$ cat config.mk
export PLATFORM = sky130hd
export DESIGN_NAME = mwcp_device_flat
export DESIGN_NICKNAME = d
export VERILOG_FILES = /design/src/design/mwcp_pkg.sv /design/src/design/mwcp_link_if.sv /design/src/design/mwcp_fifo.sv /design/src/design/mwcp_device.sv /design/src/flat_wrapper.sv
export SDC_FILE = /design/constraint.sdc
export NUM_CORES = 1
export LEC_CHECK = 0
export BUFFER_PORTS_ARGS = -buffer_cell sky130_fd_sc_hd__clkbuf_2
export CAP_MARGIN = 20
export CORE_ASPECT_RATIO = 0.6
export CORE_MARGIN = 3
export CORE_UTILIZATION = 40
export DETAILED_ROUTE_END_ITERATION = 8
export PLACE_DENSITY = 0.55
export SKIP_CTS_REPAIR_TIMING = 1
export SLEW_MARGIN = 10
export SYNTH_ARGS = -nofsm -noshare
export SYNTH_HDL_FRONTEND = slang
export SYNTH_SLANG_ARGS = --single-unit
$ cat constraint.sdc
create_clock -name i_clk -period 6 [get_ports i_clk]
set_input_delay 1.2 -clock i_clk [delete_from_list [all_inputs] [get_ports i_clk]]
set_output_delay 1.2 -clock i_clk [all_outputs]
set_load 0.05 [all_outputs]
$ cat src/design/mwcp_pkg.sv
package mwcp_pkg;
  // Link widths
  localparam int CA_W       = 10;
  localparam int DQ_W       = 16;
  localparam int BANK_W     = 4;
  localparam int COL_W      = 6;
  localparam int BURST_LEN  = 16;
  localparam int MASK_W     = 16;
  localparam int NUM_BANKS  = 16;
  localparam int GROUP_W    = 2;
  // Command codes on ca[9:7] of the first cycle
  localparam logic [2:0] CMD_NOP   = 3'h0;
  localparam logic [2:0] CMD_ACT   = 3'h1;
  localparam logic [2:0] CMD_WOM   = 3'h2;
  localparam logic [2:0] CMD_WDM   = 3'h3;
  localparam logic [2:0] CMD_READ  = 3'h4;
  localparam int CMD_LSB    = 7;
  localparam int BANK_LSB   = 0;
  localparam int AP_BIT     = 4;
  // Timing counts in link clock cycles (plain defaults)
  localparam int T_CCD_S    = 2;
  localparam int T_CCD_L    = 4;
  localparam int T_WTR_S    = 5;
  localparam int T_WTR_L    = 8;
  localparam int T_RCD_WR   = 3;
  localparam int T_RCD_RD   = 4;
  localparam int T_WR       = 6;
  localparam int WRITE_LAT  = 2;
  // Link clock divider: half period in system cycles
  localparam int LCK_HALF   = 4;
  localparam int FIFO_DEPTH = 8;
  localparam int FIFO_AW    = 3;
endpackage

$ cat src/design/mwcp_link_if.sv
`timescale 1ns/1ps
interface mwcp_link_if;
  import mwcp_pkg::*;
  logic              lck;
  logic [CA_W-1:0]   ca_rise;
  logic [CA_W-1:0]   ca_fall;
  logic [DQ_W-1:0]   dq;
  logic              dq_valid;
  logic              write_done;
  modport host (output lck, ca_rise, ca_fall, dq, dq_valid,
                input write_done);
  modport device (input lck, ca_rise, ca_fall, dq, dq_valid,
                  output write_done);
endinterface

$ cat src/design/mwcp_fifo.sv
`timescale 1ns/1ps
module mwcp_fifo #(
  parameter int WIDTH = 16,
  parameter int DEPTH = 8,
  parameter int AW    = 3
) (
  input  wire logic             i_clk,
  input  wire logic             i_rstn,
  input  wire logic             i_in_valid,
  output logic                  o_in_ready,
  input  wire logic [WIDTH-1:0] i_in_data,
  output logic                  o_out_valid,
  input  wire logic             i_out_ready,
  output logic [WIDTH-1:0]      o_out_data
);
  logic [WIDTH-1:0] mem_reg [DEPTH];
  logic [AW:0]      wr_ptr_reg;
  logic [AW:0]      rd_ptr_reg;
  logic             push;
  logic             pop;

  // Full when pointers differ only in wrap bit
  assign o_in_ready  = (wr_ptr_reg[AW-1:0] != rd_ptr_reg[AW-1:0]) ||
                       (wr_ptr_reg[AW] == rd_ptr_reg[AW]);
  assign o_out_valid = wr_ptr_reg != rd_ptr_reg;
  assign o_out_data  = mem_reg[rd_ptr_reg[AW-1:0]];
  assign push        = i_in_valid && o_in_ready;
  assign pop         = o_out_valid && i_out_ready;

  always_ff @(posedge i_clk) begin
    if (push) begin
      mem_reg[wr_ptr_reg[AW-1:0]] <= i_in_data;
    end
  end

  always_ff @(posedge i_clk or negedge i_rstn) begin
    if (!i_rstn) begin
      wr_ptr_reg <= '0;
      rd_ptr_reg <= '0;
    end else begin
      if (push) begin
        wr_ptr_reg <= wr_ptr_reg + 1'b1;
      end
      if (pop) begin
        rd_ptr_reg <= rd_ptr_reg + 1'b1;
      end
    end
  end
endmodule

$ cat src/design/mwcp_device.sv
`timescale 1ns/1ps
// Behaviour
// Host spaces writes by group delay
// Host waits write-to-read delay by group
// Host activates row, waits activate delay
// Auto precharge at earliest legal time
// Mask travels on command bus after address
// Host puts mask in following NOP slot
// Mask zero stores, one inhibits
// Masked write has two cycles
// Second cycle holds only mask bits
// Rise bits mask 0-7, fall 8-15
// Masked write after write may modify
// Masked write otherwise like plain write
// Bursts of sixteen, never truncated
// Set bit blocks all sixteen lines
module mwcp_device
  import mwcp_pkg::*;
(
  input  wire logic              i_clk,
  input  wire logic              i_rstn,
  mwcp_link_if.device            link,
  output logic                   o_wr_valid,
  output logic [BANK_W-1:0]      o_wr_bank,
  output logic [COL_W+3:0]       o_wr_addr,
  output logic [DQ_W-1:0]        o_wr_data,
  output logic                   o_wr_rmw,
  input  wire logic              i_wr_ready,
  output logic                   o_pre_valid,
  output logic [BANK_W-1:0]      o_pre_bank
);
  typedef enum logic [3:0] {
    MWCP_D_CMD  = 4'b0001,
    MWCP_D_MASK = 4'b0010,
    MWCP_D_DATA = 4'b0100,
    MWCP_D_IDLE = 4'b1000
  } mwcp_dstate_t;

  localparam int FW = 1 + BANK_W + COL_W + 4 + DQ_W + 1;

  mwcp_dstate_t      state_reg;
  logic [2:0]        lck_sync_reg;
  logic [CA_W-1:0]   rise_s1_reg, rise_s2_reg;
  logic [CA_W-1:0]   fall_s1_reg, fall_s2_reg;
  logic [DQ_W-1:0]   dq_s1_reg, dq_s2_reg;
  logic              dv_s1_reg, dv_s2_reg;
  logic              lck_rise;
  logic [2:0]        cmd;
  logic [BANK_W-1:0] bank_reg;
  logic [COL_W-1:0]  col_reg;
  logic              ap_reg;
  logic              masked_reg;
  logic              rmw_reg;
  logic [MASK_W-1:0] mask_reg;
  logic [4:0]        beat_reg;
  logic [BANK_W-1:0] last_bank_reg;
  logic              last_wr_reg;
  logic [7:0]        pre_cnt_reg;
  logic [BANK_W-1:0] pre_bank_reg;
  logic              push;
  logic              fifo_in_ready;
  logic              fifo_out_valid;
  logic [FW-1:0]     fifo_in;
  logic [FW-1:0]     fifo_out;
  logic              out_valid_reg;
  logic [FW-1:0]     out_reg;
  logic              pre_valid_reg;

  // Two-flop synchronisers for the link pins
  always_ff @(posedge i_clk or negedge i_rstn) begin
    if (!i_rstn) begin
      lck_sync_reg <= '0;
      rise_s1_reg  <= '0;
      rise_s2_reg  <= '0;
      fall_s1_reg  <= '0;
      fall_s2_reg  <= '0;
      dq_s1_reg    <= '0;
      dq_s2_reg    <= '0;
      dv_s1_reg    <= 1'b0;
      dv_s2_reg    <= 1'b0;
    end else begin
      lck_sync_reg <= {lck_sync_reg[1:0], link.lck};
      rise_s1_reg  <= link.ca_rise;
      rise_s2_reg  <= rise_s1_reg;
      fall_s1_reg  <= link.ca_fall;
      fall_s2_reg  <= fall_s1_reg;
      dq_s1_reg    <= link.dq;
      dq_s2_reg    <= dq_s1_reg;
      dv_s1_reg    <= link.dq_valid;
      dv_s2_reg    <= dv_s1_reg;
    end
  end
  // Edge found on synchronised stages only
  assign lck_rise = lck_sync_reg[1] && !lck_sync_reg[2];
  assign cmd      = rise_s2_reg[CA_W-1 -: 3];

  // Command decode, mask capture and burst count
  always_ff @(posedge i_clk or negedge i_rstn) begin
    if (!i_rstn) begin
      state_reg     <= MWCP_D_CMD;
      bank_reg      <= '0;
      col_reg       <= '0;
      ap_reg        <= 1'b0;
      masked_reg    <= 1'b0;
      rmw_reg       <= 1'b0;
      mask_reg      <= '0;
      beat_reg      <= '0;
      last_bank_reg <= '0;
      last_wr_reg   <= 1'b0;
    end else if (lck_rise) begin
      case (state_reg)
        MWCP_D_CMD: begin
          // Both write kinds capture address alike
          if (cmd == CMD_WOM || cmd == CMD_WDM) begin
            bank_reg   <= rise_s2_reg[BANK_W-1:0];
            col_reg    <= {fall_s2_reg[6:5], fall_s2_reg[3:0]};
            ap_reg     <= fall_s2_reg[AP_BIT];
            masked_reg <= cmd == CMD_WDM;
            mask_reg   <= '0;
            beat_reg   <= '0;
            // Merge needed for a masked write when the last column command was a write to this bank
            rmw_reg    <= (cmd == CMD_WDM) && last_wr_reg &&
                          (last_bank_reg == rise_s2_reg[BANK_W-1:0]);
            last_bank_reg <= rise_s2_reg[BANK_W-1:0];
            last_wr_reg   <= 1'b1;
            state_reg  <= (cmd == CMD_WDM) ? MWCP_D_MASK
                                           : MWCP_D_DATA;
          end else if (cmd == CMD_READ) begin
            last_wr_reg <= 1'b0;
          end
        end
        MWCP_D_MASK: begin
          // Second cycle is only mask bits
          mask_reg  <= {fall_s2_reg[7:0], rise_s2_reg[7:0]};
          state_reg <= MWCP_D_DATA;
        end
        MWCP_D_DATA: begin
          // Burst runs to sixteen; commands wait meanwhile
          if (dv_s2_reg) begin
            beat_reg <= beat_reg + 5'h1;
            if (beat_reg == 5'(BURST_LEN - 1)) begin
              state_reg <= MWCP_D_CMD;
            end
          end
        end
        default: state_reg <= MWCP_D_CMD;
      endcase
    end
  end

  // Masked beats never enter the store path
  assign push = lck_rise && state_reg == MWCP_D_DATA && dv_s2_reg &&
                !(masked_reg && mask_reg[beat_reg[3:0]]);
  assign fifo_in = {rmw_reg, bank_reg, col_reg, beat_reg[3:0],
                    dq_s2_reg, masked_reg};

  mwcp_fifo #(
    .WIDTH (FW),
    .DEPTH (FIFO_DEPTH),
    .AW    (FIFO_AW)
  ) u_fifo (
    .i_clk       (i_clk),
    .i_rstn      (i_rstn),
    .i_in_valid  (push),
    .o_in_ready  (fifo_in_ready),
    .i_in_data   (fifo_in),
    .o_out_valid (fifo_out_valid),
    .i_out_ready (!out_valid_reg || i_wr_ready),
    .o_out_data  (fifo_out)
  );

  // Registered array write port
  always_ff @(posedge i_clk or negedge i_rstn) begin
    if (!i_rstn) begin
      out_valid_reg <= 1'b0;
      out_reg       <= '0;
    end else if (!out_valid_reg || i_wr_ready) begin
      out_valid_reg <= fifo_out_valid;
      out_reg       <= fifo_out;
    end
  end

  // Auto precharge once write recovery has elapsed
  always_ff @(posedge i_clk or negedge i_rstn) begin
    if (!i_rstn) begin
      pre_cnt_reg   <= '0;
      pre_bank_reg  <= '0;
      pre_valid_reg <= 1'b0;
    end else begin
      pre_valid_reg <= 1'b0;
      if (lck_rise && state_reg == MWCP_D_DATA && dv_s2_reg &&
          beat_reg == 5'(BURST_LEN - 1) && ap_reg) begin
        pre_cnt_reg  <= 8'(T_WR);
        pre_bank_reg <= bank_reg;
      end else if (lck_rise && pre_cnt_reg != 8'h0) begin
        pre_cnt_reg <= pre_cnt_reg - 8'h1;
        if (pre_cnt_reg == 8'h1) begin
          pre_valid_reg <= 1'b1;
        end
      end
    end
  end

  assign o_wr_valid      = out_valid_reg;
  assign o_wr_rmw        = out_reg[FW-1];
  assign o_wr_bank       = out_reg[FW-2 -: BANK_W];
  assign o_wr_addr       = out_reg[FW-2-BANK_W -: COL_W+4];
  assign o_wr_data       = out_reg[DQ_W:1];
  assign o_pre_valid     = pre_valid_reg;
  assign o_pre_bank      = pre_bank_reg;
  assign link.write_done = !fifo_in_ready;
endmodule

$ cat src/flat_wrapper.sv
// flat-port wrapper written by rule: the top's interface ports become plain ports
module mwcp_device_flat import mwcp_pkg::*;
  (i_clk, i_rstn, o_wr_valid, o_wr_bank, o_wr_addr, o_wr_data, o_wr_rmw, i_wr_ready, o_pre_valid, o_pre_bank, link_lck, link_ca_rise, link_ca_fall, link_dq, link_dq_valid, link_write_done);
  mwcp_link_if link_i ();
  input  wire logic i_clk;
  input  wire logic i_rstn;
  output logic o_wr_valid;
  output logic [BANK_W-1:0] o_wr_bank;
  output logic [COL_W+3:0] o_wr_addr;
  output logic [DQ_W-1:0] o_wr_data;
  output logic o_wr_rmw;
  input  wire logic i_wr_ready;
  output logic o_pre_valid;
  output logic [BANK_W-1:0] o_pre_bank;
  input wire logic [$bits(link_i.lck)-1:0] link_lck;
  input wire logic [$bits(link_i.ca_rise)-1:0] link_ca_rise;
  input wire logic [$bits(link_i.ca_fall)-1:0] link_ca_fall;
  input wire logic [$bits(link_i.dq)-1:0] link_dq;
  input wire logic [$bits(link_i.dq_valid)-1:0] link_dq_valid;
  output wire logic [$bits(link_i.write_done)-1:0] link_write_done;
  assign link_i.lck = link_lck;
  assign link_i.ca_rise = link_ca_rise;
  assign link_i.ca_fall = link_ca_fall;
  assign link_i.dq = link_dq;
  assign link_i.dq_valid = link_dq_valid;
  assign link_write_done = link_i.write_done;
  mwcp_device u_core (.i_clk(i_clk), .i_rstn(i_rstn), .link(link_i), .o_wr_valid(o_wr_valid), .o_wr_bank(o_wr_bank), .o_wr_addr(o_wr_addr), .o_wr_data(o_wr_data), .o_wr_rmw(o_wr_rmw), .i_wr_ready(i_wr_ready), .o_pre_valid(o_pre_valid), .o_pre_bank(o_pre_bank));
endmodule
# --- After elaboration in Yosys (flattened, before gate mapping) ---
# Memories as Yosys holds them, arrays and structs flattened. A register that Yosys moved wholly into a read port is not among the register bits.
# Index checks and enable logic that the tools add are counted.
word_totals:
  mem_bits_rw: 256
  word_cells: 96
  output_inout_bits: 38
  mem_count: 1
  ff_bits: 134
memory_table:
  columns: ["memory", "depth", "word_bits", "rd", "rd_ports_with_merged_regs", "wr", "line_no", "rtl"]
  rows:
  - ["u_core.u_fifo.mem_reg", 8, 32, 1, 1, 1, "mwcp_fifo.sv:16", "logic [WIDTH-1:0] mem_reg [DEPTH];"]
op_classes:
  magnitude_cmp: 1
  muxes: 21
  n_reduce_logical: 30
  addsub: 4
  eq_ne: 15
ops:
  columns: ["op", "count"]
  rows:
  - ["16-bit case mux with 2 select lines", 1]
  - ["16-bit 2-to-1 mux", 1]
  - ["8-bit 2-to-1 mux", 2]
  - ["1-bit logical AND", 12]
  - ["4-bit 2-to-1 mux", 3]
  - ["4-bit case mux with 3 select lines", 1]
  - ["5-bit 2-to-1 mux", 2]
  - ["5-bit case mux with 2 select lines", 1]
  - ["3-bit AND reduction", 3]
  - ["4-bit by 1-bit adder with 4-bit output (second input constant)", 2]
  - ["8-bit by 1-bit equality test with 1-bit output (second input constant)", 1]
  - ["1-bit 2-to-1 mux", 8]
  - ["4-bit AND reduction", 2]
  - ["2-bit nonzero test", 4]
  - ["8-bit nonzero test", 1]
  - ["8-bit by 1-bit subtractor with 8-bit output (second input constant)", 1]
  - ["3-bit by 2-bit equality test with 1-bit output (second input constant)", 2]
  - ["2-bit by 1-bit != test with 1-bit output (second input constant)", 3]
  - ["5-bit by 1-bit adder with 5-bit output (second input constant)", 1]
  - ["5-bit by 4-bit equality test with 1-bit output (second input constant)", 1]
  - ["1-bit zero test", 5]
  - ["4-bit by 5-bit < comparator with 1-bit output (second input constant)", 1]
  - ["1-bit binary-select mux with 4-bit select", 1]
  - ["4-bit by 1-bit equality test with 1-bit output (second input constant)", 1]
  - ["other kinds (9)", 11]

# --- Longest topological paths before layout ---
# Gate-level depths: netlist of the first run.
logic_depth:
  ltp_word: 8
  mapped_depth: 7

# --- Hierarchy ---
# From an unflattened synthesis of the first run, not the netlist that was laid out.
unflattened:
  hier_cells: 776
  area_unflattened_um2: 15835.2
modules_own_cells:
  columns: ["module", "cells_per_inst", "area_each_um2", "instances"]
  rows:
  - ["mwcp_fifo", 429, 10364.9, 1]
  - ["mwcp_device", 347, 5470.2, 1]

# --- Least setup slack after synthesis of the first run ---
# No wires, ideal clock.
synth_timing:
  path_type: "register -> register"
  start: "reg u_core.beat_reg[0]"
  end: "mem u_core.u_fifo.mem_reg[2][10] (netlist bit) (enable)"
  stages_incl_launch_ff: 6
  t_required_ns: 5.502
  path_slack_ns: 0.813
  t_arrival_ns: 4.689
  setup_time_ns: 0.498
  path_cell_list: "dfrtp_1 buf_6 mux4_2 o211a_1 nor3_4 nor4bb_1"
synth_via:
  elab_chain_len: 8
synth_lines:
  columns: ["element", "line_no", "rtl"]
  rows:
  - ["start: declaration", "mwcp_device.sv:55", "logic [4:0] beat_reg;"]
  - ["start signal: assignment", "mwcp_device.sv:140", "beat_reg <= beat_reg + 5'h1;"]
  - ["1-bit binary-select mux with 4-bit select", "mwcp_device.sv:153", "!(masked_reg && mask_reg[beat_reg[3:0]]);"]
  - ["1-bit 2-to-1 mux (not written as such)", "mwcp_device.sv:153", null]
  - ["1-bit logical AND", "mwcp_device.sv:153", null]
  - ["1-bit zero test", "mwcp_device.sv:153", null]
  - ["1-bit logical AND", "mwcp_device.sv:152", "assign push = lck_rise && state_reg == MWCP_D_DATA && dv_s2_reg &&"]
  - ["1-bit logical AND", "mwcp_fifo.sv:27", "assign push = i_in_valid && o_in_ready;"]
  - ["1-bit 2-to-1 mux", "mwcp_fifo.sv:31", "if (push) begin"]
  - ["1-bit 2-to-1 mux (not written as such)", "mwcp_fifo.sv:32", "mem_reg[wr_ptr_reg[AW-1:0]] <= i_in_data;"]
  - ["end: declaration", "mwcp_fifo.sv:16", null]
# Every way passes these cells. The select of a mux whose other input is x is not followed.

# --- Final worst setup path of the first run ---
layout_timing:
  start: "reg u_core.beat_reg[0]"
  end: "mem u_core.u_fifo.mem_reg[5][29] (netlist bit) (enable)"
# The elaborated chain is that of the path after synthesis.

==> qor.yml, run 1 <==
clockPowerShare_pct: 32.1
path_delay_family: "simple AND/OR/NAND/NOR gates"
synth_area_leaders: "edfxtp_1, dfrtp_1, mux4_2, nand2_1, mux2i_1"
rsz0062_at_grt: "false"
drv_cap: 0
utilization_pct: 47.1
end_kind: "register"
place_hpwl_um: 16500
p_sw_mw: 2.22
grtUsageTotal_pct: 14.9
yosysTopAreaCell: "edfxtp_1"
path_clk_slew_ps: 70
fin_cells: 1433
p_int_mw: 5.25
grt_pass1_wl_um: 45700
seq_area_frac_synth_pct: 76.9
largest_reg_flops: 248
skew_ps: 18.2
arrival_ps: 3850
drive_gt1_share_pct: 24.9
avgSynthCellArea_um2: 18.6
drt_wl_total_um: 28700
setup_viol: 0
drv_slew: 0
grt_start_max_net_pins: 66
dp_cells: 1363
synth-edff-count: 248
antenna_found_initial: 0
grt_pass1_vias: 7471
clock_latency_ps: 530
core_area_um2: 36700
cpMaxStageDelayCell: "dfrtp_1"
path_buf_inv: 1
layout.nets: 948
start_kind: "register"
ys_warn_count: 0
power.share.sequential_pct: 46.8
max-vdd-ir-drop_v: 0.000236
fmax_mhz: 273
gp_congestion: 0.734
die_w_um: 256
cts-root-buf: "clkbuf_16"
ant_nets: 0
syn-cell-area_um2: 15000
period_needed_ps: 3670
num_vias: 7110
die-area_um2: 40000
io_pins: 79
via_per_inst: 4.96
timing.final.crit_share_pct: 61.1
cts_buffers: 38
n_antenna_cell: 0
hold_violations: 0
area_growth_pct: 15.0
grt_remaining_overflow: 0
route.detailed.wl_per_inst_um: 20.0
postSynth.asyncResetShare_pct: 39.8
sw_frac_of_total_pct: 29.7
crit_fanout: 20
path_cells: "mux4_2, o211a_1, nor3_4, and4b_1, buf_4"
portBuffers: 76
status: "complete, no violations"
worstHoldPathType: "register to register"
worst_ep_required_time_ps: 6180
cts.sinks: 412
p_comb_share_pct: 21.0
setup_tns_ps: 0
slew_headroom_pct: 30.2
drtIter0Drc: 511
cts_buffer_depth: 3
die_h_um: 156
synth_top_area_share_pct: 49.6
tightestPinTransition_ps: 1050
h-tree-depth: 2
fill_cells: 3136
start_util_pct: 41.0
power_mw: 7.47
synth-main-ff-cell: "edfxtp_1"
syn-instance-count: 808
drt-pass1-iter-count: 4
syn_nets: 856
ys_types: 52
ys_ff_latch: 412
num_rows: 54
cts_tree: "built"
slowest_delay_ps: 800
drc: 0
cellLeakagePower_nw: 6.57
critical_path_class: "register to register"
pwr_density_cell_nw_per_um2: 432
logic make-up after synthesis:
family                     after synthesis  share of synthesized area, %
xor gates and xnor gates                21                          1.22
muxes                                  100                          12.0
buffers and inverters                   44                          1.22
AOI/OAI and AO/OA                       69                          2.97
DFF                                    412                          76.9
adders and majority gates                7                         0.583
and+or+nand+nor                        155                          5.08
worst register-to-register path, stage by stage (launching register included):
cell and delay (ps):
dfrtp_1 800, mux4_2 590, o211a_1 330, nor3_4 380, and4b_1 750, buf_4 450
Yosys cell counts, types with 2 or more instances:
master,n
mux2i_1,33
and3_1,5
buf_1,6
nor2b_1,4
nor3b_1,2
ha_1,7
a22o_1,17
edfxtp_1,248
inv_1,7
xor2_1,14
mux4_2,64
nand3_1,9
nand3b_1,3
buf_2,7
nand2_1,92
mux2_2,2
o22ai_1,2
nor4_1,3
a31oi_1,2
dfrtp_1,163
nand2b_1,3
nor2_1,15
clkbuf_1,22
nand4_1,2
o21ai_0,35
and4b_1,4
a21oi_1,6
xnor2_1,7
layer usage:
layer / GRT usage (%) / wire [um] / up-vias / part of all wire (%)
li1: - / - / 3271 / -
met4: 3.63 / 428 / 0 / 1.5
met2: 21.3 / 12200 / 147 / 42
met3: 2.95 / 1610 / 41 / 5.6
met5: 0 / 0 / - / 0
met1: 23.5 / 14500 / 3651 / 50
path summary, 6_finish.rpt:
kind                                       start                      endpoint  slack (ps)  depth (start not counted)
min                        u_core.fall_s1_reg[2]         u_core.fall_s2_reg[2]         340                          0
min reg2reg                u_core.fall_s1_reg[2]         u_core.fall_s2_reg[2]         340                          0
min in group asynchronous                 i_rstn          u_core.o_pre_bank[3]         660                          1
max reg2reg                   u_core.beat_reg[0]  u_core.u_fifo.mem_reg[5][29]        2330                          5
max                           u_core.beat_reg[0]  u_core.u_fifo.mem_reg[5][29]        2330                          5
max in group asynchronous                 i_rstn          u_core.dq_s2_reg[13]        4230                          2
placed cells by master, fill, tap and decap left out, types with 5 or more instances in the layout:
| master | netlist | final |
|---|---|---|
| a21oi_1 | 6 | 6 |
| a22o_1 | 17 | 17 |
| and3_1 | 5 | 5 |
| buf_4 | 0 | 12 |
| clkbuf_16 | 0 | 39 |
| clkbuf_2 | 1 | 75 |
| clkinv_2 | 0 | 10 |
| dfrtp_1 | 163 | 160 |
| edfxtp_1 | 248 | 248 |
| ha_1 | 7 | 7 |
| inv_1 | 7 | 7 |
| mux2i_1 | 33 | 33 |
| mux4_2 | 64 | 64 |
| nand2_1 | 92 | 92 |
| nand3_1 | 9 | 9 |
| nor2_1 | 15 | 15 |
| o21ai_0 | 35 | 35 |
| xnor2_1 | 7 | 7 |
| xor2_1 | 14 | 14 |
cell type report:
type | instances | area (um^2) | share of cell area, %
clock buffer | 47 | 1040 | 6.02
clock inverter | 22 | 199 | 1.15
inverter | 7 | 26.3 | 0.152
multi-input combinational | 352 | 3320 | 19.2
sequential | 412 | 11600 | 66.9
tap | 504 | 631 | 3.65
timing repair buffer | 89 | 507 | 2.93
power by group through the flow:
stage | logic (mW) | clock network [mW] | registers (mW)
final | 1.57 | 2.40 | 3.50
after global routing | 1.70 | 2.60 | 3.54
after CTS | 1.60 | 2.48 | 3.51
after detailed placement | 1.60 | 0 | 3.57
after global placement | 1.59 | 0 | 3.56
after floorplan | 0.920 | 0 | 3.80
metrics by stage:
stage	setup slack [ps]	hold WS (ps)	area, um^2
global placement	2360	331	16000
global route	2060	349	17300
CTS	2220	345	17300
finish	2330	344	17300
detailed placement	2250	335	16000
floorplan	813	331	15000
Note: power is estimated with default switching activity, not from simulation.
==> run 2: changes to the inputs <==
--- a/config.mk
+++ b/config.mk
@@ -11,7 +11,7 @@
 export CORE_MARGIN = 3
 export CORE_UTILIZATION = 40
 export DETAILED_ROUTE_END_ITERATION = 8
-export PLACE_DENSITY = 0.55
+export PLACE_DENSITY = 0.57
 export SKIP_CTS_REPAIR_TIMING = 1
 export SLEW_MARGIN = 10
 export SYNTH_ARGS = -nofsm -noshare
==> constraint.sdc (replaced) <==
create_clock -name i_clk -period 3 [get_ports i_clk]
set_input_delay 0.6 -clock i_clk [delete_from_list [all_inputs] [get_ports i_clk]]
set_output_delay 0.6 -clock i_clk [all_outputs]
set_load 0.05 [all_outputs]
==> qor.yml, run 2 (same netlist as run 1, synthesis figures left out) <==
grt_pass1_vias: 7461
area_growth_pct: 16.9
use_met3_pct: 3.33
h-tree-depth: 2
setup_tns_ps: 0
status: "complete, no violations"
drt-pass1-iter-count: 5
start_util_pct: 41.0
drt_wl_total_um: 29300
start_kind: "register"
die-area_um2: 40000
n_antenna_cell: 0
r2r_slack_ps: 340
drc: 0
cellLeakagePower_nw: 6.71
grt_pass1_wl_um: 46400
seq_area_um2: 11600
r2r_cells: 6
setup_viol: 0
setup.worst_path.start: "u_core.state_reg[1]"
portBuffers: 76
fmax_mhz: 376
fill_cells: 3044
drv_slew: 0
critical_path_class: "register to register"
core_area_um2: 36700
end_kind: "register"
cts_tree: "built"
crit_fanout: 13
gp_congestion: 0.755
rsz0062_at_grt: "false"
arrival_ps: 2860
timing.final.crit_share_pct: 88.6
utilization_pct: 47.9
rr_endpoint: "u_core.u_fifo.mem_reg[5][25]"
ant_nets: 0
layout.nets: 972
pwr_density_cell_nw_per_um2: 859
slew_headroom_pct: 35.4
power_mw: 15.1
tightestPinTransition_ps: 968
worstHoldPathType: "primary input to asynchronous set/reset pin"
num_rows: 54
antenna_found_initial: 0
place_hpwl_um: 17600
drive_gt1_share_pct: 26.6
busiest_layer: "met1"
max-vdd-ir-drop_v: 0.000483
cts_buffer_depth: 3
pre_cts_ws_ps: 392
via_per_inst: 4.97
layout_commonest_cell: "edfxtp_1"
timing.rr.start: "u_core.state_reg[1]"
period_needed_ps: 2660
clock_latency_ps: 530
io_pins: 79
use_met2_pct: 21.5
drv_cap: 0
cts.sinks: 412
cts-root-buf: "clkbuf_16"
largest_reg_flops: 248
path_clk_slew_ps: 60
die_h_um: 156
hold_slack_ps: 120
grtUsageTotal_pct: 15.2
met1_usage_pct: 24.1
cp-endpoint: "u_core.u_fifo.mem_reg[5][25]"
multiInputGateArea_um2: 3330
drtIter0Drc: 531
skew_ps: 11.4
worst_ep_required_time_ps: 3210
grt_start_max_net_pins: 76
final_cell_mix: "edfxtp_1, dfrtp_1, nand2_1"
cts_buffers: 39
route.detailed.wl_per_inst_um: 20.1
grt_remaining_overflow: 0
num_vias: 7250
hold_violations: 0
layout_setup_ws_ps: 341
die_w_um: 256
==> run 2: cell type report <==
| type | instances | share of cell area (%) |
|---|---|---|
| Tap cell | 504 | 3.59 |
| Clock buffer | 56 | 6.35 |
| Multi-Input combinational cell | 352 | 19.0 |
| Clock inverter | 15 | 0.912 |
| Timing Repair Buffer | 112 | 4.25 |
| Sequential cell | 412 | 65.8 |
| Inverter | 7 | 0.150 |
==> run 2: per-layer routing <==
layer,wire length (um),vias up
li1,-,3321
met1,15100,3749
met2,12300,147
met3,1460,33
met4,393,0
met5,0,-
==> run 2: where the power goes <==
group / total (mW) / leakage, nW / switching (mW) / internal, mW
Combinational: 3.32 / 1.81 / 2.03 / 1.29
Clock: 4.89 / 0.626 / 2.03 / 2.86
Sequential: 6.88 / 4.27 / 0.372 / 6.51
Total: 15.1 / 6.71 / 4.44 / 10.7
==> run 2: through the flow <==
stage,instance area [um^2],cells
final,17600,1458
after global routing,17600,1458
after CTS,17600,1458
after detailed placement,16300,1387
after global placement,16300,1387
after floorplan,15100,808
==> run 2: worst max-delay path, stage by stage, from the launching register on <==
cell and delay [ps]:
dfrtp_1 450, nor3b_1 410, and3_1 320, nand2_1 180, nor3_4 370, and4b_1 330, buf_4 290
==> run 2: how the worst min path moves through the flow <==
stage	start	end	slack [ps]	depth (start not counted)
finish	i_rstn	u_core.o_pre_bank[1]	120	1
global route	link_dq[6]	u_core.dq_s1_reg[6]	150	1
CTS	i_rstn	u_core.fall_s1_reg[5]	130	1
detailed placement	u_core.dq_s1_reg[14]	u_core.dq_s2_reg[14]	330	0
global placement	u_core.dq_s1_reg[15]	u_core.dq_s2_reg[15]	330	0
floorplan	i_rstn	u_core.ap_reg	300	0
==> run 3: changes to the inputs <==
--- a/config.mk
+++ b/config.mk
@@ -5,9 +5,10 @@
 export SDC_FILE = /design/constraint.sdc
 export NUM_CORES = 1
 export LEC_CHECK = 0
+export ABC_CLOCK_PERIOD_IN_PS = 3000
 export BUFFER_PORTS_ARGS = -buffer_cell sky130_fd_sc_hd__clkbuf_2
-export CAP_MARGIN = 20
-export CORE_ASPECT_RATIO = 0.6
+export CAP_MARGIN = 10
+export CORE_ASPECT_RATIO = 1.25
 export CORE_MARGIN = 3
 export CORE_UTILIZATION = 40
 export DETAILED_ROUTE_END_ITERATION = 8
==> qor.yml, run 3 (same netlist as run 1, synthesis figures left out) <==
r2r_slack_ps: 380
grt_pass1_wl_um: 43000
period_needed_ps: 2620
core_area_um2: 36700
dp_cells: 1358
portBuffers: 76
tightestPinTransition_ps: 988
num_vias: 7185
crit_fanout: 19
p_sw_mw: 4.35
p_comb_share_pct: 21.8
drv_slew: 0
wl_met2_um: 14000
final_cell_mix: "edfxtp_1, dfrtp_1, nand2_1"
p_int_mw: 10.6
grt_remaining_overflow: 0
hold_slack_ps: 58.3
die_w_um: 179
highest_layer: "met4"
place_hpwl_um: 16300
slew_headroom_pct: 34.1
rr_endpoint: "u_core.u_fifo.mem_reg[2][15]"
layout_setup_ws_ps: 379
cpMaxStageDelayCell: "dfrtp_1"
start_kind: "register"
fin_cells: 1434
r2r_cells: 6
path_buf_inv: 1
worstHoldPathType: "primary input to asynchronous set/reset pin"
critical_path_class: "register to register"
max-vdd-ir-drop_v: 0.000631
clockPowerShare_pct: 32.4
drt-met1-wl_um: 11600
grt_start_max_net_pins: 67
wl_met3_um: 1010
cts.sinks: 412
num_rows: 78
final_area_um2: 17500
pre_cts_ws_ps: 389
drt_wl_total_um: 27300
arrival_ps: 2820
layout.nets: 970
fmax_mhz: 382
status: "complete, no violations"
gp_congestion: 0.733
utilization_pct: 47.8
ant_nets: 0
grt_pass1_vias: 7490
drtIter0Drc: 392
path_delay_family: "simple AND/OR/NAND/NOR gates"
worst_ep_required_time_ps: 3200
cts_buffers: 42
path_cells: "nor3b_1, and3_1, nand2_1, nor3_4, nor4bb_4, buf_4"
h-tree-depth: 2
power.share.sequential_pct: 45.8
route.detailed.wl_per_inst_um: 19.0
start_util_pct: 40.9
drv_cap: 0
timing.final.crit_share_pct: 87.4
setup_viol: 0
pwr_density_cell_nw_per_um2: 856
end_kind: "register"
cts-root-buf: "clkbuf_16"
die_h_um: 223
power_mw: 15.0
dpl_cell_area_um2: 16200
cts_buffer_depth: 3
antenna_found_initial: 0
path_clk_slew_ps: 60
drc: 0
grtUsageTotal_pct: 14.0
via_per_inst: 5.01
sw_frac_of_total_pct: 29.0
io_pins: 79
slowest_delay_ps: 450
die-area_um2: 39900
layout_commonest_cell: "edfxtp_1"
cts_tree: "built"
area_growth_pct: 16.7
timing.rr.start: "u_core.state_reg[1]"
cellLeakagePower_nw: 6.70
rsz0062_at_grt: "false"
setup_tns_ps: 0
hold_violations: 0
clock_latency_ps: 530
n_antenna_cell: 0
largest_reg_flops: 248
skew_ps: 14.7
drt-pass1-iter-count: 4
drive_gt1_share_pct: 26.1
==> run 3: cell count changes in the layout (fill, tap and decap cells not counted), moves of 2 or more <==
cell,before,now
buf_4,29,23
clkinv_1,1,4
clkbuf_16,41,43
bufinv_16,3,1
clkinvlp_4,2,0
clkbuf_1,11,13
==> run 3: worst max path at each step <==
stage / start / end / slack, ps / depth (start not counted)
4_1_cts: u_core.state_reg[1] / u_core.u_fifo.mem_reg[2][15] / 370 / 6
6_report: u_core.state_reg[1] / u_core.u_fifo.mem_reg[2][15] / 380 / 6
3_5_place_dp: u_core.state_reg[1] / u_core.u_fifo.mem_reg[2][15] / 390 / 6
3_3_place_gp: u_core.beat_reg[0] / u_core.u_fifo.mem_reg[2][23] / 360 / 6
5_1_grt: u_core.beat_reg[0] / u_core.u_fifo.mem_reg[2][26] / 80 / 6
2_1_floorplan: u_core.beat_reg[0] / u_core.u_fifo.mem_reg[2][10] / -120 / 5
==> run 3: final cells by class <==
| class | instances | area (um^2) |
|---|---|---|
| inverters | 7 | 26.3 |
| fillers | 3144 | 19200 |
| well taps | 480 | 601 |
| multi-input cells | 352 | 3330 |
| clock inverters | 15 | 103 |
| repair buffers | 107 | 719 |
| flip-flops and latches | 412 | 11600 |
| clock buffers | 61 | 1190 |
==> run 3: routing by layer <==
metal  up-vias  global-route usage, %
met5         -                      0
met4         0                   4.47
met3        48                   2.48
met2       129                   23.9
met1      3693                   18.3
li1       3315                      -
==> run 3: power by group through the flow <==
stage	clock, mW	combinational [mW]	sequential [mW]
CTS	5.02	3.37	6.88
global placement	0	3.35	6.98
detailed placement	0	3.37	7.00
global route	5.25	3.54	6.93
finish	4.85	3.27	6.87
floorplan	0	1.84	7.60
